===== src/core/iohp_defs.vh =====
// constants for the isa i/o mode host port
// assumes inclusion by the port module only
`ifndef IOHP_DEFS_VH
`define IOHP_DEFS_VH
`define IOHP_BASE_RESET      16'h0300
`define IOHP_OFS_FRAME_LO    4'h0
`define IOHP_OFS_FRAME_HI    4'h2
`define IOHP_OFS_TX_CMD      4'h4
`define IOHP_OFS_TX_LEN      4'h6
`define IOHP_OFS_QUEUE       4'h8
`define IOHP_OFS_POINTER     4'ha
`define IOHP_OFS_DATA_LO     4'hc
`define IOHP_OFS_DATA_HI     4'he
`define IOHP_ADDR_TX_CMD     12'h144
`define IOHP_ADDR_TX_LEN     12'h146
`define IOHP_ADDR_QUEUE      12'h120
`define IOHP_ADDR_BUS_STATUS 12'h138
`define IOHP_PTR_FIXED       3'h3
`define IOHP_PTR_AUTO_BIT    15
`define IOHP_PTR_ADDR_MSB    11
`define IOHP_BS_RDY_NOW_BIT  8
`define IOHP_BS_BID_ERR_BIT  7
`define IOHP_BUF_EVENT_REG   6'h0c
`define IOHP_RDY_EVENT_BIT   8
`define IOHP_RDY_IE_BIT      8
`define IOHP_QUEUE_EMPTY     16'h0000
`define IOHP_WORD_STEP       12'h002
`define IOHP_RX_STATUS       2'h0
`define IOHP_RX_LENGTH       2'h1
`define IOHP_RX_FRAME        2'h2
`endif


===== src/core/iohp_port.v =====
// isa i/o space host port: 16-byte window decode, indirect register access,
// transmit bid and receive readout. assumes isa strobes are asynchronous and
// are synchronised here; the internal register space answers combinationally.
`timescale 1ns/10ps
`include "iohp_defs.vh"

// Contract
// - eight 16-bit ports fill sixteen byte locations; always enabled.
// - window base resets to 300h, relocatable to any xxx0h address.
// - frame data ports at 0 and 2; low word at port 0.
// - transmit command written at 4 aliases internal location 0144h.
// - frame length written at 6 aliases internal location 0146h.
// - port 8 reads head of event status queue, location 0120h.
// - pointer low 12 bits address the indirect register target.
// - pointer bits c..e read 011b, written values ignored.
// - pointer bit f set makes pointer advance one word per access.
// - data port c reaches pointed register; e holds upper word.
// - respond only with aen low, address in window, strobe low.
// - ready event set when space frees; interrupt if enabled.
// - invalid bid length sets bid error bit 7 of bus status.
// - repeated writes to port 0 go into buffer memory.
// - received frame raises enabled interrupt; host reads queue.
// - receive reads return status, length, then frame words.
// - queue word: register number low six bits, contents above; read advances.
module iohp_port #(
    parameter BUF_W = 16
) (
    // clock and reset
    input  wire        clock_in,
    input  wire        rst_n_in,
    // isa pins
    input  wire [15:0] sa_in,
    input  wire        aen_in,
    input  wire        ior_n_in,
    input  wire        iow_n_in,
    input  wire [15:0] sd_in,
    output reg  [15:0] sd_out,
    output wire        sd_oe_out,
    output wire        intrq_out,
    // setup base load
    input  wire        base_load_in,
    input  wire [15:0] base_value_in,
    // internal register space
    output reg  [11:0] reg_addr_out,
    output reg  [15:0] reg_wdata_out,
    output reg         reg_wr_out,
    output reg         reg_rd_out,
    input  wire [15:0] reg_rdata_in,
    // transmit bid and status
    input  wire        bid_len_bad_in,
    input  wire        tx_space_in,
    input  wire        rdy_ie_in,
    input  wire        irq_enable_in,
    // event queue
    input  wire [15:0] queue_head_in,
    input  wire        queue_valid_in,
    output reg         queue_pop_out,
    // receive stream
    input  wire [15:0] rx_status_in,
    input  wire [15:0] rx_length_in,
    input  wire [BUF_W-1:0] rx_data_in,
    input  wire        rx_valid_in,
    output wire        rx_ready_out,
    // transmit stream through two-entry buffer
    output wire [BUF_W-1:0] tx_data_out,
    output wire        tx_valid_out,
    input  wire        tx_ready_in
);
    localparam [1:0] BUF_EMPTY = 2'h0;
    localparam [1:0] BUF_ONE   = 2'h1;
    localparam [1:0] BUF_FULL  = 2'h2;

    // two-flop synchronisers; stage three only delays stage two for edges
    reg  [2:0]        ior_s_r;
    reg  [2:0]        iow_s_r;
    reg  [1:0]        aen_s_r;
    reg  [15:0]       sa_s0_r;
    reg  [15:0]       sa_s1_r;
    reg  [15:0]       sd_s0_r;
    reg  [15:0]       sd_s1_r;

    // window base, pointer and flags
    reg  [15:0]       base_r;
    reg  [15:0]       ptr_r;
    reg               bid_err_r;
    reg               rdy_event_r;
    reg               waiting_r;
    reg               rx_frame_r;
    reg  [1:0]        rx_phase_r;
    reg               rd_act_r;

    // transmit buffer
    reg  [BUF_W-1:0]  buf_d0_r;
    reg  [BUF_W-1:0]  buf_d1_r;
    reg  [1:0]        buf_cnt_r;

    // decode
    wire              in_win;
    wire              rd_start;
    wire              wr_start;
    wire              is_data_lo;
    wire              is_data_hi;
    wire              data_acc;
    wire              buf_ready;
    wire              push;
    wire              pop;
    wire [15:0]       ptr_rd;
    wire [15:0]       bus_status_word;
    wire [15:0]       ready_report_word;
    wire [BUF_W+15:0] rx_ext;

    // strobes reset to their idle high level so no false edge follows reset
    always @(posedge clock_in) begin
        if (!rst_n_in) begin
            ior_s_r <= 3'h7;
            iow_s_r <= 3'h7;
            aen_s_r <= 2'h3;
        end else begin
            ior_s_r <= {ior_s_r[1:0], ior_n_in};
            iow_s_r <= {iow_s_r[1:0], iow_n_in};
            aen_s_r <= {aen_s_r[0], aen_in};
        end
    end

    always @(posedge clock_in) begin
        if (!rst_n_in) begin
            sa_s0_r <= 16'h0000;
            sa_s1_r <= 16'h0000;
            sd_s0_r <= 16'h0000;
            sd_s1_r <= 16'h0000;
        end else begin
            sa_s0_r <= sa_in;
            sa_s1_r <= sa_s0_r;
            sd_s0_r <= sd_in;
            sd_s1_r <= sd_s0_r;
        end
    end

    // only the second stage and its delayed copy feed edge detection
    assign in_win     = !aen_s_r[1] && (sa_s1_r[15:4] == base_r[15:4]);
    assign rd_start   = in_win && !ior_s_r[1] && ior_s_r[2];
    assign wr_start   = in_win && !iow_s_r[1] && iow_s_r[2] && buf_ready;
    assign is_data_lo = sa_s1_r[3:0] == `IOHP_OFS_DATA_LO;
    assign is_data_hi = sa_s1_r[3:0] == `IOHP_OFS_DATA_HI;
    // a 32-bit access ends at the upper word, so one step per completed word
    assign data_acc   = (rd_start || wr_start) && (is_data_lo || is_data_hi);
    assign ptr_rd     = {ptr_r[`IOHP_PTR_AUTO_BIT], `IOHP_PTR_FIXED,
                         ptr_r[`IOHP_PTR_ADDR_MSB:0]};
    assign sd_oe_out  = rd_act_r && !ior_s_r[1];
    assign intrq_out  = irq_enable_in && (queue_valid_in || (rdy_event_r && rdy_ie_in));

    // internal register access, decoded per port
    always @* begin
        reg_addr_out  = ptr_r[`IOHP_PTR_ADDR_MSB:0];
        reg_wdata_out = sd_s1_r;
        reg_wr_out    = 1'b0;
        reg_rd_out    = 1'b0;
        if (is_data_hi) begin
            reg_addr_out = ptr_r[`IOHP_PTR_ADDR_MSB:0] + `IOHP_WORD_STEP;
        end
        if (sa_s1_r[3:0] == `IOHP_OFS_TX_CMD) begin
            reg_addr_out = `IOHP_ADDR_TX_CMD;
        end
        if (sa_s1_r[3:0] == `IOHP_OFS_TX_LEN) begin
            reg_addr_out = `IOHP_ADDR_TX_LEN;
        end
        if (wr_start && (is_data_lo || is_data_hi ||
            sa_s1_r[3:0] == `IOHP_OFS_TX_CMD || sa_s1_r[3:0] == `IOHP_OFS_TX_LEN)) begin
            reg_wr_out = 1'b1;
        end
        if (rd_start && (is_data_lo || is_data_hi)) begin
            reg_rd_out = 1'b1;
        end
    end

    // transmit buffer
    assign push         = wr_start && (sa_s1_r[3:0] == `IOHP_OFS_FRAME_LO ||
                                       sa_s1_r[3:0] == `IOHP_OFS_FRAME_HI);
    // a write into a full buffer is refused rather than overwriting a stalled word
    assign buf_ready    = buf_cnt_r != BUF_FULL;
    assign tx_valid_out = buf_cnt_r != BUF_EMPTY;
    assign tx_data_out  = buf_d0_r;
    assign pop          = tx_valid_out && tx_ready_in;
    assign rx_ready_out = rd_start && rx_phase_r == `IOHP_RX_FRAME &&
                          (sa_s1_r[3:0] == `IOHP_OFS_FRAME_LO ||
                           sa_s1_r[3:0] == `IOHP_OFS_FRAME_HI);
    assign rx_ext       = {16'h0000, rx_data_in};
    // ready now stays low while a bid still waits for buffer space
    assign bus_status_word   = {7'h00, !waiting_r && tx_space_in, bid_err_r,
                                reg_rdata_in[6:0]};
    assign ready_report_word = {7'h00, 1'b1, 2'h0, `IOHP_BUF_EVENT_REG};

    always @(posedge clock_in) begin
        if (!rst_n_in) begin
            buf_cnt_r <= 2'h0;
            buf_d0_r  <= {BUF_W{1'b0}};
            buf_d1_r  <= {BUF_W{1'b0}};
        end else begin
            if (pop) begin
                buf_d0_r <= (buf_cnt_r == BUF_FULL) ? buf_d1_r : sd_s1_r[BUF_W-1:0];
            end
            if (push && (buf_cnt_r == BUF_EMPTY || (pop && buf_cnt_r == BUF_ONE))) begin
                buf_d0_r <= sd_s1_r[BUF_W-1:0];
            end else if (push) begin
                buf_d1_r <= sd_s1_r[BUF_W-1:0];
            end
            if (push && !pop) begin
                buf_cnt_r <= buf_cnt_r + BUF_ONE;
            end else if (pop && !push) begin
                buf_cnt_r <= buf_cnt_r - BUF_ONE;
            end
        end
    end

    // base, pointer, status flags and read data
    always @(posedge clock_in) begin
        if (!rst_n_in) begin
            base_r        <= `IOHP_BASE_RESET;
            ptr_r         <= 16'h0000;
            bid_err_r     <= 1'b0;
            rdy_event_r   <= 1'b0;
            waiting_r     <= 1'b0;
            rx_frame_r    <= 1'b0;
            rx_phase_r    <= `IOHP_RX_STATUS;
            rd_act_r      <= 1'b0;
            sd_out        <= 16'h0000;
            queue_pop_out <= 1'b0;
        end else begin
            queue_pop_out <= 1'b0;
            if (base_load_in) begin
                base_r <= {base_value_in[15:4], 4'h0};
            end
            if (ior_s_r[1]) begin
                rd_act_r <= 1'b0;
            end
            if (wr_start && sa_s1_r[3:0] == `IOHP_OFS_POINTER) begin
                ptr_r <= {sd_s1_r[`IOHP_PTR_AUTO_BIT], 3'h0,
                          sd_s1_r[`IOHP_PTR_ADDR_MSB:0]};
            end else if (data_acc && ptr_r[`IOHP_PTR_AUTO_BIT]) begin
                ptr_r[`IOHP_PTR_ADDR_MSB:0] <= ptr_r[`IOHP_PTR_ADDR_MSB:0] + `IOHP_WORD_STEP;
            end
            // bid: length write judges the bid
            if (wr_start && sa_s1_r[3:0] == `IOHP_OFS_TX_LEN) begin
                bid_err_r <= bid_len_bad_in;
                waiting_r <= !bid_len_bad_in && !tx_space_in;
            end else if (waiting_r && tx_space_in) begin
                waiting_r   <= 1'b0;
                rdy_event_r <= 1'b1;
            end
            if (rx_valid_in && !rx_frame_r) begin
                rx_frame_r <= 1'b1;
                rx_phase_r <= `IOHP_RX_STATUS;
            end
            if (rd_start) begin
                rd_act_r <= 1'b1;
                case (sa_s1_r[3:0])
                    `IOHP_OFS_FRAME_LO, `IOHP_OFS_FRAME_HI: begin
                        case (rx_phase_r)
                            `IOHP_RX_STATUS: begin
                                sd_out     <= rx_status_in;
                                rx_phase_r <= `IOHP_RX_LENGTH;
                            end
                            `IOHP_RX_LENGTH: begin
                                sd_out     <= rx_length_in;
                                rx_phase_r <= `IOHP_RX_FRAME;
                            end
                            default: begin
                                sd_out <= rx_ext[15:0];
                                if (!rx_valid_in) begin
                                    rx_frame_r <= 1'b0;
                                end
                            end
                        endcase
                    end
                    `IOHP_OFS_QUEUE: begin
                        // pending ready event reports ahead of the external queue
                        if (rdy_event_r && rdy_ie_in) begin
                            sd_out      <= ready_report_word;
                            if (!(waiting_r && tx_space_in)) begin
                                rdy_event_r <= 1'b0;                    // set wins over clear
                            end
                        end else if (queue_valid_in) begin
                            sd_out        <= queue_head_in;
                            queue_pop_out <= 1'b1;
                        end else begin
                            sd_out <= `IOHP_QUEUE_EMPTY;
                        end
                    end
                    `IOHP_OFS_POINTER: begin
                        sd_out <= ptr_rd;
                    end
                    `IOHP_OFS_DATA_LO, `IOHP_OFS_DATA_HI: begin
                        if (ptr_r[`IOHP_PTR_ADDR_MSB:0] == `IOHP_ADDR_BUS_STATUS && is_data_lo) begin
                            sd_out <= bus_status_word;
                        end else begin
                            sd_out <= reg_rdata_in;
                        end
                    end
                    default: begin
                        sd_out <= 16'h0000;
                    end
                endcase
            end
        end
    end
endmodule

===== config.mk =====
export PLATFORM = sky130hd
export DESIGN_NAME = iohp_port
export DESIGN_NICKNAME = d
export VERILOG_FILES = /design/src/core/iohp_port.v
export VERILOG_INCLUDE_DIRS = /design/src /design/src/core
export SDC_FILE = /design/constraint.sdc
export NUM_CORES = 1
export LEC_CHECK = 0
export ABC_AREA = 1
export BUFFER_PORTS_ARGS = -buffer_cell sky130_fd_sc_hd__buf_2
export CORE_UTILIZATION = 35
export DETAILED_ROUTE_END_ITERATION = 6
export MAX_ROUTING_LAYER = met4
export PLACE_DENSITY = 0.61
export SYNTH_ARGS = -nofsm -noshare
export SYNTH_HDL_FRONTEND = slang
export SYNTH_SLANG_ARGS = --single-unit

===== constraint.sdc =====
create_clock -name clock_in -period 2 [get_ports clock_in]
set_input_delay 0.3 -clock clock_in [delete_from_list [all_inputs] [get_ports clock_in]]
set_output_delay 0.3 -clock clock_in [all_outputs]
set_load 0.05 [all_outputs]

# Yosys cells after proc, flatten, opt, wreduce, memory -nomap -nowiden
# Index checks and enable logic that the tools add are counted.
dict set report totals {
  reg_bits 155
  latch_bits 0
  ram_bits 0
  romBits 0
  input_bits 141
  out_inout_bits 67
  word_cells 137
  memories 0
}
dict set report op_classes {
  add_sub_neg 3
  n_mul 0
  n_div 0
  order_cmp 0
  n_eq_ne 14
  n_shift 0
  n_mux 37
  bitwise_logic 4
  n_reduce_logical 58
}
# op count
set ops {}
lappend ops {{16-bit two-way mux} 6}
lappend ops {{16-bit one-hot mux with 4 select lines} 1}
lappend ops {{12-bit two-way mux} 5}
lappend ops {{16-bit one-hot mux with 2 select lines} 1}
lappend ops {{1-bit logical AND} 28}
lappend ops {{1-bit two-way mux} 18}
lappend ops {{4-bit == test (second input constant)} 4}
lappend ops {{12-bit by 2-bit adder with 12-bit output (second input constant)} 1}
lappend ops {{12-bit == test} 1}
lappend ops {{12-bit by 9-bit == test with 1-bit output (second input constant)} 1}
lappend ops {{2-bit nonzero test} 6}
lappend ops {{2-bit two-way mux} 5}
lappend ops {{1-bit zero test} 9}
lappend ops {{4-bit by 3-bit == test with 1-bit output (second input constant)} 2}
lappend ops {{1-bit logical OR} 7}
lappend ops {{2-bit OR reduction} 3}
lappend ops {{2-bit by 1-bit == test with 1-bit output (second input constant)} 2}
lappend ops {{2-bit == test (second input constant)} 2}
lappend ops {{4-bit by 2-bit == test with 1-bit output (second input constant)} 1}
lappend ops {{2-bit zero test} 2}
lappend ops {{4-bit zero test} 1}
lappend ops {{1-bit NOT} 4}
lappend ops {{2-bit one-hot mux with 2 select lines} 1}
lappend ops {{4-bit OR reduction} 1}
lappend ops {{other kinds (4)} 4}

# Longest topological paths before layout
dict set report logic_depth {
  ltp_word 11
  ltp_mapped 15
  ltp_nobuf 14
}

# Worst setup path after synthesis
# No wires, ideal clock.
dict set report synth_timing {
  path_kind {reg-to-output}
  from {register base_r[14]}
  to {output rx_ready_out}
  arrival_ps 2472
  required_time_ps 1700
  setup_slack_ps -772
  path_stages_with_launch 9
  n_path_buf 0
  cell_sequence {dfxtp_1 > inv_2 > nand2_1 > nand2_1 > nor2_1 > nand2_1 > nor2_1 > nand4_1 > nor4_1}
}
dict set report synth_between {
  elab_chain_len 6
}
# item line_no
set synth_lines {}
lappend synth_lines {{start, declared} iohp_port.v:83} ;# reg [15:0] base_r;
lappend synth_lines {{start signal, assigned} iohp_port.v:218} ;# base_r <= `IOHP_BASE_RESET;
lappend synth_lines {{start signal, assigned} iohp_port.v:231} ;# base_r <= {base_value_in[15:4], 4'h0};
lappend synth_lines {{12-bit == test} iohp_port.v:140} ;# assign in_win = !aen_s_r[1] && (sa_s1_r[15:4] == base_r[15:4]);
lappend synth_lines {{1-bit logical AND} iohp_port.v:140}
lappend synth_lines {{1-bit logical AND (2 in series)} iohp_port.v:141} ;# assign rd_start = in_win && !ior_s_r[1] && ior_s_r[2];
lappend synth_lines {{1-bit logical AND (no line)} n/a}
lappend synth_lines {{1-bit logical AND} iohp_port.v:184} ;# assign rx_ready_out = rd_start && rx_phase_r == `IOHP_RX_FRAME &&
lappend synth_lines {{end, declared} iohp_port.v:63} ;# output wire rx_ready_out,
# No other way between the ends.

# Final worst setup path
dict set report layout_timing {
  from {register sa_s1_r[9]}
  to {output rx_ready_out}
}
dict set report layout_between {
  elab_chain_len 6
}
# item line_no
set layout_lines {}
lappend layout_lines {{start, declared} iohp_port.v:78} ;# reg [15:0] sa_s1_r;
lappend layout_lines {{start signal, assigned} iohp_port.v:133} ;# sa_s1_r <= sa_s0_r;
lappend layout_lines {{12-bit == test} iohp_port.v:140}
lappend layout_lines {{1-bit logical AND} iohp_port.v:140}
lappend layout_lines {{1-bit logical AND (2 in series)} iohp_port.v:141}
lappend layout_lines {{1-bit logical AND (no line)} n/a}
lappend layout_lines {{1-bit logical AND} iohp_port.v:184}
# No other way between the ends.

==> results.sh <==
export IMPL_yosys_warnings=0
export IMPL_drt_iter0_markers=364
export IMPL_drt_total_wl_um=21000
export IMPL_cts_sinks=155
export IMPL_synth_edf_count=0
export IMPL_cp_max_fo=2
export IMPL_reg2reg_slack_ps=80
export IMPL_crit_type="reg2out"
export IMPL_yosysUniqueCellTypes=33
export IMPL_tightestPinTransition_ps=817
export IMPL_fmax_mhz=430
export IMPL_gp_congestion=0.939
export IMPL_worstSkewPairLatency_ps=420
export IMPL_post_drt_via_cell_ratio=4.47
export IMPL_skew_ps=12.5
export IMPL_grt_pass1_vias=6566
export IMPL_hold_start="sa_in[11]"
export IMPL_violations="setup timing"
export IMPL_ios=208
export IMPL_setup_viol=13
export IMPL_htreeDepth=4
export IMPL_drtAntennaViolNets=0
export IMPL_wire_per_inst_um=13.2
export IMPL_port_buffers=203
export IMPL_fin_cells=1599
export IMPL_nNetsFinal=1461
export IMPL_cts_tree="yes"
export IMPL_outcome="finished, violations left"
export IMPL_dr_pass1_iters=4
export IMPL_hold_class="in2reg"
export IMPL_gr_usage_met2_pct=34.2
export IMPL_rows=52
export IMPL_grt_overflow=0
export IMPL_peakVddDrop_mv=0.448
export IMPL_pre_cts_slack_ps=42.8
export IMPL_leakage_nw=5.39
export IMPL_maxSlewHeadroom_pct=45.5
export IMPL_hold_viol_final=0
export IMPL_antenna_found_initial=1
export IMPL_clock_path_buffers=2
export IMPL_drive_gt1_share_pct=29.0
export IMPL_finalWorstSetupSlack_ps=-325
export IMPL_ys_seq_area_share_pct=43.2
export IMPL_dp_final_hpwl_um=15100
export IMPL_worstPathRequired_ps=1700
export IMPL_grt_usage_pct=20.6
export IMPL_grt_met3_usage_pct=4.43
export IMPL_die_area_um2=21100
export IMPL_post_route_util_pct=48.2
export IMPL_finalPower_mw=7.49
export IMPL_core_um2=20200
export IMPL_cts_buffers=17
export IMPL_syn2layout_area_growth_pct=35.3
export IMPL_die_h_um=145
export IMPL_n_fill_cell=2071
export IMPL_fin_crit_sh_pct=116
export IMPL_vias=7146
export IMPL_start_util_pct=35.6
export IMPL_r2r_start="sa_s1_r[9]"
export IMPL_synth_seq_cells=155
export IMPL_dp_cells=1539
export IMPL_slew_violations=0
export IMPL_ys_flop_type="dfxtp_1"
export IMPL_use_met1_pct=24.3
export IMPL_rsz0062_at_grt="yes"
export IMPL_power_density_nw_per_um2=770
export IMPL_grt_max_degree=102
export IMPL_drc_errors=0
export IMPL_synth_async_sr_flop_share_pct=0
export IMPL_cp_end_kind="output pin"
export IMPL_syn_nets=1228
export IMPL_gr_max_usage_layer="met2"
export IMPL_die_w_um=145
export IMPL_syn_area_um2=7180
export IMPL_clk_pin_slew_ps=60
export IMPL_drv_cap=0
export IMPL_grt_pass1_wl_um=33400
export IMPL_cts_root_buffer="clkbuf_16"
export IMPL_critPathArrivalTime_ps=2020
export IMPL_synthCells=1082
export IMPL_postSynthAreaPerCell_um2=6.64
export IMPL_period_minus_slack_ps=2320
export IMPL_start_kind="flip-flop"
export IMPL_startpoint="sa_s1_r[9]"
[per-layer routing]
layer,vias up,routed length (um)
met4,0,515
met2,206,10100
met1,3128,9450
met3,28,1010
li1,3784,-
met5,-,0
[where the power goes]
part	switching [mW]	total (mW)	internal [mW]
combinational	0.675	1.05	0.375
clock	1.37	3.14	1.78
sequential	0.0714	3.29	3.22
total	2.11	7.49	5.37
[layout by cell type, fill, tap and decap left out, drive strengths merged, types with 4 or more instances in the layout]
master,instances
nand2,314
buf,260
inv,186
dfxtp,155
nor2,138
a21oi,79
nand3,55
o21ai,40
clkbuf,19
nand4,17
a22oi,9
xor2,9
o211ai,8
or2,8
clkinvlp,6
ha,5
clkinv,4
[metrics by stage]
stage / setup TNS [ps] / hold WS (ps) / area (um^2)
final: -2260 / 58.0 / 9720
after global routing: -3740 / 47.9 / 9720
after CTS: -2450 / 41.5 / 9540
after detailed placement: 0 / 396 / 8680
after global placement: 0 / 391 / 8680
after floorplan: -282 / 390 / 7220
[Yosys cell counts, types with 9 or more instances]
cell type  number  area, um^2
buf_2          10        50.1
inv_1         175         657
xor2_1          9        78.8
clkbuf_1       34         128
a22oi_1         9        67.6
a21oi_1        79         395
nand4_1        15        93.8
dfxtp_1       155        3100
o21ai_0        40         200
nor2_1        133         499
nand2_1       311        1170
nand3_1        54         270
[path summary, 6_finish.rpt]
kind | end | cells after the start
worst min register to register | sa_s1_r[5] | 2
worst min-delay path | sa_s0_r[11] | 3
worst max register to register | buf_cnt_r[1] | 14
worst max-delay path | rx_ready_out | 9
[worst max-delay path, stage by stage (launching register included)]
cell,delay [ps]
dfxtp_2,340
inv_2,30
nand2_1,50
nand2_1,60
nor2_2,150
nand2_2,80
nor2_4,120
nand4_1,140
nor4_2,370
buf_4,260
[state kept, by name, indices dropped and copies added (netlist names)]
register / cells
sd_s0_r: 16
reg_wdata_out: 16
sa_s1_r: 16
waiting_r: 1
ptr_r: 13
buf_cnt_r: 2
rdy_event_r: 1
sa_s0_r: 16
bid_err_r: 1
base_r: 12
queue_pop_out: 1
iow_s_r: 3
ior_s_r: 3
aen_s_r: 2
tx_data_out: 16
rd_act_r: 1
rx_frame_r: 1
sd_out: 16
rx_phase_r: 2
buf_d1_r: 16
[layout make-up]
cell class / instances / area [um^2] / area share, %
clock inverter: 13 / 134 / 1.38
clock buffer: 19 / 443 / 4.56
multi-input combinational: 697 / 3350 / 34.5
tap: 270 / 338 / 3.48
antenna: 1 / 2.50 / 0.0257
inverter: 183 / 694 / 7.14
timing repair buffer: 260 / 1620 / 16.6
timing repair inverter: 1 / 7.51 / 0.0772
sequential: 155 / 3130 / 32.2
[what timing repair did]
action | 4_1_cts | 5_1_grt
resized for setup | 69 | 40
endpoints found under the setup margin | 15 | 41
gates cloned | 1 | 1
endpoints found under the hold margin | 0 | 0
hold buffers | 0 | 0
pin swaps | 12 | 18
buffers inserted | 17 | 9
[logic make-up (layout without fill, tap and decap cells)]
logic type               after synthesis  count (layout)  share of synthesized area, %
buffers and inverters                230             476                          12.5
AO/OA/AOI/OAI                        142             142                          10.8
adder cells (fa/ha/maj)                5               5                         0.871
XOR/XNOR                              11              11                          1.34
flip-flops                           155             155                          43.2
other                                  0               1                             0
AND/OR/NAND/NOR                      539             539                          31.3
(Power assumes the default switching activity.)
